[src/pkg/qps_pkg.sv]
// Constants, carriers and state layout of the quadrature position block.
// Assumes a 16-bit register port and one 200 MHz clock for everything.
package qps_pkg;

	// Clock rate of mclk in MHz.
	localparam int CLK_MHZ = 200;

	// Register indices on the 4-bit register address port.
	typedef logic [3:0] qps_addr_t;
	localparam qps_addr_t A_HCAP  = 4'h0;
	localparam qps_addr_t A_STAT  = 4'h1;
	localparam qps_addr_t A_POSL  = 4'h2;
	localparam qps_addr_t A_POSH  = 4'h3;
	localparam qps_addr_t A_POSHD = 4'h4;
	localparam qps_addr_t A_VELL  = 4'h5;
	localparam qps_addr_t A_VELH  = 4'h6;
	localparam qps_addr_t A_VELHD = 4'h7;
	localparam qps_addr_t A_CLR   = 4'h8;

	// Field positions in the capture control register (bit 0) and in the status and enable register.
	localparam int B_HCAP = 0;
	localparam int B_GE   = 13;
	localparam int B_LE   = 11;
	localparam int B_POV  = 9;
	localparam int B_HDN  = 7;
	localparam int B_VOV  = 5;
	localparam int B_HOM  = 3;
	localparam int B_IDX  = 1;

	// Flags sit on odd bits, their enables on the even bit below.
	localparam logic [15:0] M_FLAG = 16'h2aaa;
	localparam logic [15:0] M_EN   = 16'h1555;
	localparam logic [15:0] M_HCAP = 16'h0001;

	// Reset values, and the count step and top value used by the counters.
	localparam logic [15:0] R16 = 16'h0000;
	localparam logic [31:0] R32 = 32'h0000_0000;
	localparam logic [31:0] ONE32 = 32'h0000_0001;
	localparam logic [31:0] MAX32 = 32'hffff_ffff;

	// Position initialization modes that use the homing sequence.
	localparam logic [2:0] PI_FIRST  = 3'h3;
	localparam logic [2:0] PI_SECOND = 3'h4;

	// Homing sequence progress.
	typedef enum logic [1:0] {HM_IDLE, HM_ARMED, HM_ONE} qps_hm_t;

	// Register port request.
	typedef struct packed {
		logic [3:0]  addr;
		logic [15:0] wdata;
		logic        wr;
		logic        rd;
	} qps_bus_t;

	// Encoder pins after the two-stage synchronizers.
	typedef struct packed {
		logic a;
		logic b;
		logic idx;
		logic home;
	} qps_pins_t;

	// Whole state of the block.
	typedef struct packed {
		qps_pins_t   s1;
		qps_pins_t   s2;
		qps_pins_t   prev;
		logic        hcap;
		logic [15:0] stat;
		logic [31:0] pos;
		logic [15:0] pos_hold;
		logic [31:0] vel;
		logic [15:0] vel_hold;
		qps_hm_t     hm;
		logic [31:0] cap;
		logic        cap_stb;
		logic [15:0] rdata;
	} qps_state_t;

endpackage

[src/qps_core.sv]
// Quadrature position, velocity and event status logic with its registers.
// Assumes encoder pins are asynchronous and the register master sits on mclk.
//
// How it works
// RULE1: Home rising edge captures position when enabled.
// RULE2: Home capture register bits 15-1 read zero.
// RULE3: Set at-or-above flag when count >= upper.
// RULE4: Set at-or-below flag when count <= lower.
// RULE5: Set position overflow flag on counter wrap.
// RULE6: Homing done flag in modes 011, 100.
// RULE7: Set speed overflow flag on velocity wrap.
// RULE8: Set home seen flag on home event.
// RULE9: Set index seen flag on index event.
// RULE10: Interrupt only for flags with enable set.
// RULE11: Flags hardware set, software clear only.
// RULE12: Position counter 32 bits, two word registers.
// RULE13: High position word goes through hold register; the code also reads and writes it directly at A_POSH.
// RULE14: Velocity counter 32 bits, two word registers.
// RULE15: All counters, enables, flags reset to zero.
// RULE16: Velocity high word has its own hold.
// RULE17: Software never enables both capture controls.
// RULE18: Low word read/write moves hold atomically.
// RULE19: Write zero clears flag, hardware set wins.
`timescale 1ns/10ps
module qps_core (
	// Clock and reset.
	input  wire logic        mclk,
	input  wire logic        sys_rst,
	// Register port.
	input  wire logic [3:0]  reg_addr,
	input  wire logic [15:0] reg_wdata,
	input  wire logic        reg_wr,
	input  wire logic        reg_rd,
	output logic      [15:0] reg_rdata,
	// Encoder pins, asynchronous to mclk.
	input  wire logic        phase_a,
	input  wire logic        phase_b,
	input  wire logic        index_input,
	input  wire logic        home_input,
	// Settings from the surrounding encoder logic on mclk.
	input  wire logic [2:0]  position_init_mode,
	input  wire logic        legacy_home_capture_enable,
	input  wire logic [31:0] upper_compare_value,
	input  wire logic [31:0] lower_compare_value,
	input  wire logic [31:0] init_value,
	// Capture result towards the capture register.
	output logic      [31:0] capture_value,
	output logic             capture_strobe,
	// Level interrupt request.
	output logic             irq
);

	// Registered state and its next value.
	qps_pkg::qps_state_t st_q;
	qps_pkg::qps_state_t st_d;

	// Bundled register request.
	qps_pkg::qps_bus_t bus;

	// Decoded pin events, all on synchronized levels.
	logic step;
	logic up;
	logic home_rise;
	logic idx_rise;

	// Raw hardware set requests for each flag.
	logic [15:0] hw_set;

	// Software clear requests for each flag.
	logic [15:0] sw_clr;

	// Position after counting, before any software write.
	logic [31:0] pos_next;
	logic [31:0] vel_next;
	logic        pos_wrap;
	logic        vel_wrap;
	logic        homed;

	// Gather the bus request into one carrier.
	always_comb begin
		bus.addr  = reg_addr;
		bus.wdata = reg_wdata;
		bus.wr    = reg_wr;
		bus.rd    = reg_rd;
	end

	// Pin event decode. Only the second synchronizer stage and the stored
	// previous level are looked at, never the first stage.
	always_comb begin
		step = (st_q.s2.a ^ st_q.prev.a) ^ (st_q.s2.b ^ st_q.prev.b);
		up = st_q.prev.a ^ st_q.s2.b;
		home_rise = st_q.s2.home & ~st_q.prev.home;
		idx_rise = st_q.s2.idx & ~st_q.prev.idx;
	end

	// Counting and homing. A double transition (both phases at once) is
	// an illegal quadrature step and is dropped rather than guessed.
	always_comb begin
		pos_next = st_q.pos;
		vel_next = st_q.vel;
		pos_wrap = 1'b0;
		vel_wrap = 1'b0;
		homed = 1'b0;
		if (step) begin
			if (up) begin
				pos_next = st_q.pos + qps_pkg::ONE32;
				vel_next = st_q.vel + qps_pkg::ONE32;
				// RULE5: wrap upward
				pos_wrap = (st_q.pos == qps_pkg::MAX32);
				// RULE7: wrap upward
				vel_wrap = (st_q.vel == qps_pkg::MAX32);
			end else begin
				pos_next = st_q.pos - qps_pkg::ONE32;
				vel_next = st_q.vel - qps_pkg::ONE32;
				// RULE5: wrap downward
				pos_wrap = (st_q.pos == qps_pkg::R32);
				// RULE7: wrap downward
				vel_wrap = (st_q.vel == qps_pkg::R32);
			end
		end
		// RULE6: index after home reloads
		if (idx_rise) begin
			if (position_init_mode == qps_pkg::PI_FIRST &&
				st_q.hm == qps_pkg::HM_ARMED) begin
				homed = 1'b1;
			end else if (position_init_mode == qps_pkg::PI_SECOND &&
				st_q.hm == qps_pkg::HM_ONE) begin
				homed = 1'b1;
			end
		end
		if (homed) begin
			pos_next = init_value;
		end
	end

	// Hardware flag set requests, placed on the flag bit positions.
	always_comb begin
		hw_set = qps_pkg::R16;
		// RULE3: at or above upper
		hw_set[qps_pkg::B_GE] =
			$signed(pos_next) >= $signed(upper_compare_value);
		// RULE4: at or below lower
		hw_set[qps_pkg::B_LE] =
			$signed(pos_next) <= $signed(lower_compare_value);
		hw_set[qps_pkg::B_POV] = pos_wrap;
		hw_set[qps_pkg::B_HDN] = homed;
		hw_set[qps_pkg::B_VOV] = vel_wrap;
		// RULE8: home edge seen
		hw_set[qps_pkg::B_HOM] = home_rise;
		// RULE9: index edge seen
		hw_set[qps_pkg::B_IDX] = idx_rise;
	end

	// Software clear requests. Writing zero to a flag bit of the status
	// register clears it; the separate clear register clears on a one.
	always_comb begin
		sw_clr = qps_pkg::R16;
		// RULE19: write zero clears
		if (bus.wr && bus.addr == qps_pkg::A_STAT) begin
			sw_clr = ~bus.wdata & qps_pkg::M_FLAG;
		end else if (bus.wr && bus.addr == qps_pkg::A_CLR) begin
			sw_clr = bus.wdata & qps_pkg::M_FLAG;
		end
	end

	// Next-state logic for everything the block remembers.
	always_comb begin
		st_d = st_q;
		st_d.cap_stb = 1'b0;
		// Two-stage synchronizers for the encoder pins.
		st_d.s1.a = phase_a;
		st_d.s1.b = phase_b;
		st_d.s1.idx = index_input;
		st_d.s1.home = home_input;
		st_d.s2 = st_q.s1;
		st_d.prev = st_q.s2;

		// Counters take the counted value unless software writes below.
		st_d.pos = pos_next;
		st_d.vel = vel_next;

		// Homing sequence tracks home then index events.
		case (st_q.hm)
			qps_pkg::HM_IDLE: begin
				if (home_rise) begin
					st_d.hm = qps_pkg::HM_ARMED;
				end
			end
			qps_pkg::HM_ARMED: begin
				if (idx_rise) begin
					st_d.hm = homed ? qps_pkg::HM_IDLE
						: qps_pkg::HM_ONE;
				end
			end
			qps_pkg::HM_ONE: begin
				if (idx_rise) begin
					st_d.hm = qps_pkg::HM_IDLE;
				end
			end
			default: begin
				st_d.hm = qps_pkg::HM_IDLE;
			end
		endcase
		// Outside the homing modes the sequence never stays armed.
		if (position_init_mode != qps_pkg::PI_FIRST &&
			position_init_mode != qps_pkg::PI_SECOND) begin
			st_d.hm = qps_pkg::HM_IDLE;
		end

		// RULE1: capture on home edge
		if (home_rise && (st_q.hcap || legacy_home_capture_enable)) begin
			st_d.cap = st_q.pos;
			st_d.cap_stb = 1'b1;
		end

		// RULE11: set beats clear
		st_d.stat = ((st_q.stat & ~sw_clr) | hw_set) & qps_pkg::M_FLAG
			| (st_q.stat & qps_pkg::M_EN);

		// Register writes.
		if (bus.wr) begin
			case (bus.addr)
				qps_pkg::A_HCAP: begin
					// RULE2: only bit 0 stored
					st_d.hcap = bus.wdata[qps_pkg::B_HCAP];
				end
				qps_pkg::A_STAT: begin
					// RULE10: enables are plain storage
					st_d.stat = (st_d.stat & qps_pkg::M_FLAG)
						| (bus.wdata & qps_pkg::M_EN);
				end
				qps_pkg::A_POSL: begin
					// RULE18: low write loads high from hold
					st_d.pos = {st_q.pos_hold, bus.wdata};
				end
				qps_pkg::A_POSH: begin
					// RULE12: direct high word write
					st_d.pos = {bus.wdata, st_q.pos[15:0]};
				end
				qps_pkg::A_POSHD: begin
					// RULE13: hold register write
					st_d.pos_hold = bus.wdata;
				end
				qps_pkg::A_VELL: begin
					// RULE16: low write loads high from hold
					st_d.vel = {st_q.vel_hold, bus.wdata};
				end
				qps_pkg::A_VELH: begin
					// RULE14: direct high word write
					st_d.vel = {bus.wdata, st_q.vel[15:0]};
				end
				qps_pkg::A_VELHD: begin
					st_d.vel_hold = bus.wdata;
				end
				default: begin
					// Unmapped and clear-register writes store nothing.
					st_d.hcap = st_q.hcap;
				end
			endcase
		end

		// Register reads answer one cycle later from a flip-flop.
		st_d.rdata = qps_pkg::R16;
		if (bus.rd) begin
			case (bus.addr)
				qps_pkg::A_HCAP: begin
					// RULE2: upper bits read zero
					st_d.rdata = {15'h0000, st_q.hcap};
				end
				qps_pkg::A_STAT: begin
					st_d.rdata = st_q.stat;
				end
				qps_pkg::A_POSL: begin
					// RULE18: low read latches high word
					st_d.rdata = st_q.pos[15:0];
					st_d.pos_hold = st_q.pos[31:16];
				end
				qps_pkg::A_POSH: begin
					st_d.rdata = st_q.pos[31:16];
				end
				qps_pkg::A_POSHD: begin
					st_d.rdata = st_q.pos_hold;
				end
				qps_pkg::A_VELL: begin
					// RULE16: low read latches high word
					st_d.rdata = st_q.vel[15:0];
					st_d.vel_hold = st_q.vel[31:16];
				end
				qps_pkg::A_VELH: begin
					st_d.rdata = st_q.vel[31:16];
				end
				qps_pkg::A_VELHD: begin
					st_d.rdata = st_q.vel_hold;
				end
				default: begin
					// Unmapped and write-only registers read zero.
					st_d.rdata = qps_pkg::R16;
				end
			endcase
		end
	end

	// State register. Reset gives every field a constant.
	always_ff @(posedge mclk) begin
		if (sys_rst) begin
			// RULE15: zero at reset
			st_q <= '0;
		end else begin
			st_q <= st_d;
		end
	end

	// Outputs. Data outputs come straight from flip-flops.
	always_comb begin
		reg_rdata = st_q.rdata;
		capture_value = st_q.cap;
		capture_strobe = st_q.cap_stb;
		// RULE10: enabled flags only
		irq = |(st_q.stat & {1'b0, st_q.stat[15:1]} & qps_pkg::M_EN
			| (st_q.stat & qps_pkg::M_FLAG & {st_q.stat[14:0], 1'b0}));
	end

endmodule
[config.mk]
export PLATFORM = sky130hd
export DESIGN_NAME = qps_core
export DESIGN_NICKNAME = d
export VERILOG_FILES = /design/src/pkg/qps_pkg.sv /design/src/qps_core.sv
export SDC_FILE = /design/constraint.sdc
export NUM_CORES = 1
export LEC_CHECK = 0
export BUFFER_PORTS_ARGS = -buffer_cell sky130_fd_sc_hd__buf_4
export CORE_ASPECT_RATIO = 1.75
export CORE_MARGIN = 5
export CORE_UTILIZATION = 47
export DETAILED_ROUTE_END_ITERATION = 12
export GPL_TIMING_DRIVEN = 0
export PLACE_DENSITY = 0.69
export SYNTH_ARGS = -nofsm -noshare
export SYNTH_HDL_FRONTEND = slang
export SYNTH_SLANG_ARGS = --single-unit
[constraint.sdc]
create_clock -name mclk -period 14.04 [get_ports mclk]
set_input_delay 2.808 -clock mclk [delete_from_list [all_inputs] [get_ports mclk]]
set_output_delay 2.808 -clock mclk [all_outputs]
set_load 0.05 [all_outputs]
==> metrics <==
outcome=completed; VDD IR max=0.0000998 V; TritonCTS clock tree=built; pwr dens=122 nW/um2; HPWL Detailed=54.3 mm; Final Max Slew Viols=0; Fin. Hold Viols=0; die height=232 um; wire length on met2=32.3 mm; post-CTS setup buffer count=0; Worst-Skew Late Latency=0.47 ns; CP Class=primary input to flip-flop; Setup-failing EPs final=0; area of the die=31800 um2; maximum capacitance violations=0; Layout Skew=0.00934 ns; Post-CTS Resized=0; Cells after Synth=1818; area grow syn2layout=17.6%; pin count of the biggest net entering global routing=19; cell with the largest stage delay on the worst path=nor2_1; distinct cell type count after synthesis=83; RSZ-0062 raised after global routing=false; die width=137 um; Seq/Total Area, Yosys=26.3%; CTS buffer count=17; CTS Sinks=174; Post-synth EDFFs=0; register bit total from synthesis=174; Post-synth ARST share=0%; antenna-violating nets left=0; DR WL met3=7.76 mm; Syn Nets=2012; Leak=6.30 nW; Max Clock Freq=144 MHz; Tot GR Track Use=44.2%; Cell Chain, Critical Path=buf_4 -> nor3b_1 -> a22oi_1 -> nor2_1 -> clkbuf_1 -> nor2_1 -> mux2i_1 -> nand2_1 -> ha_1 -> nand2_1 -> nor3_1 -> nand3_1 -> nor4_1 -> a31oi_1 -> o21ai_0 -> xnor2_1 -> a21oi_1; Critical Path Sink Type=flip-flop; CP peak stage delay=0.63 ns; Core Area=27900 um2; number of global-route vias before repair=15900; commonest cells in the netlist=nand2_1 (255), dfxtp_1 (174), nor2_1 (143), clkbuf_1 (132), a21oi_1 (118); clk root buf=clkbuf_16; final WL=71.4 mm; Seq pwr share=30.2%; Sw Ratio=44.4%; Cell Rows=81; routability cong.=1.08; initial antenna violation count=2; drt first pass iters=7; maximum buffer depth of the clock tree=2; first-iteration detailed-routing DRC count=2300; DR vias=16000; Post-CTS Hold Fix Bufs=0; filler instances=2819; fin crit share=49.6%; data required time of the worst path=14.36 ns; fraction of layout cells with a size suffix above 1=14.5%; leading area contributor after synthesis=dfxtp_1; Worst Path Max Fanout=10; YS warnings=0; most frequent cell after synthesis=nand2_1; mapped cell area=13300 um2; Setup crit start kind=primary input; first-pass GRT wire length=102 mm; clock-pin slew on the worst setup and hold paths=0.08 ns; Metal-1 WL=22.1 mm; WP data arrival=7.28 ns; crit path time final=6.97 ns; top_reg_cell synth=dfxtp_1; Synth top area share=26.3%; starting density of the core=47.6%; wire per inst=29.8 um; IO Port Bufs=168; delay-heaviest family, CP=simple AND/OR/NAND/NOR gates; fin util=56.0%; Pint=1.06 mW; setup_tns=0 ns; nets=2200; htree depth=4; GR Overflow Total=0; Logic pwr share=43.5%; worst-margin pin slew=1.43 ns; post-synthesis area per instance=7.30 um2; NetSw=0.844 mW; Residual DRC=0; Synth area leaders=dfxtp_1 (26%), nand2_1 (7.2%), ha_1 (6.2%); Clk pwr share=26.3%; IO Count=178; worst hold-check path type=flip-flop to flip-flop; highest routed layer=met4; Relative slew margins=3.34%; CP bufs+invs=2; via density per instance=6.70
==> flip-flops by register name, indices dropped and copies added, names as in the netlist <==
signal	flops
capture_value	32
reg_rdata	16
capture_strobe	1
st_q	117
st_d	8
==> stage by stage <==
stage / setup slack, ns / power, mW / instances / hold slack, ns / area (um2)
6_report: 7.07 / 1.90 / 2394 / 0.442 / 15600
5_1_grt: 6.90 / 1.96 / 2394 / 0.461 / 15600
4_1_cts: 7.29 / 1.84 / 2391 / 0.444 / 15600
3_5_place_dp: 6.83 / 1.35 / 2359 / 0.427 / 15000
3_3_place_gp: 6.94 / 1.35 / 2359 / 0.422 / 15000
2_1_floorplan: 8.33 / 1.06 / 1818 / 0.414 / 13300
==> per-layer routing <==
metal	vias up	global-route usage, %
li1	6930	-
met1	7367	43.9
met2	1228	70.3
met3	518	14.0
met4	0	44.2
met5	-	0
==> cells in the final DEF (no fill, tap or decap), types with 36 or more instances in the layout <==
| master | instances |
|---|---|
| nand3_1 | 73 |
| clkbuf_1 | 132 |
| a22oi_1 | 49 |
| dfxtp_1 | 174 |
| nor3_1 | 50 |
| mux2i_1 | 51 |
| buf_4 | 221 |
| nor2_1 | 143 |
| a311oi_1 | 36 |
| ha_1 | 66 |
| a21oi_1 | 118 |
| o21ai_0 | 49 |
| nand4_1 | 44 |
| inv_1 | 72 |
| nand2_1 | 255 |
==> logic make-up (layout without fill, tap and decap cells) <==
group | after synthesis | after routing | share of synthesized area [%]
AO/OA/AOI/OAI | 462 | 462 | 23.6
XOR/XNOR | 58 | 58 | 3.83
adder cells (fa/ha/maj) | 66 | 66 | 6.22
flip-flops | 174 | 174 | 26.3
AND/OR/NAND/NOR | 714 | 714 | 26.1
other | 0 | 2 | 0
buffers and inverters | 290 | 491 | 9.94
multiplexers | 54 | 54 | 4.10
==> final timing paths <==
| kind | slack [ns] | cells after the start | startpoint | end |
|---|---|---|---|---|
| hold / removal | 0.44 | 1 | st_d[168] | st_d[164] |
| hold reg to reg | 0.44 | 1 | st_d[168] | st_d[164] |
| setup / recovery | 7.07 | 17 | position_init_mode[0] | st_q[158] |
| setup reg to reg | 7.17 | 23 | st_d[166] | st_q[160] |
==> layout make-up <==
type	count	area, um2	area share (%)
inverters	72	270	1.73
plain buffers	218	1050	6.72
repair buffers	169	1270	8.12
multi-input cells	1354	8460	54.3
flip-flops and latches	174	3480	22.3
diodes	2	5.00	0.0321
clock inverters	15	171	1.10
clock buffers	17	425	2.73
well taps	373	467	2.99
==> power by group through the flow <==
stage	sequential, mW	clock (mW)	combinational [mW]
global route	0.572	0.515	0.869
CTS	0.567	0.497	0.779
floorplan	0.558	0	0.506
global placement	0.578	0	0.771
detailed placement	0.578	0	0.774
finish	0.573	0.500	0.827
Power figures use the tool's default switching activity.
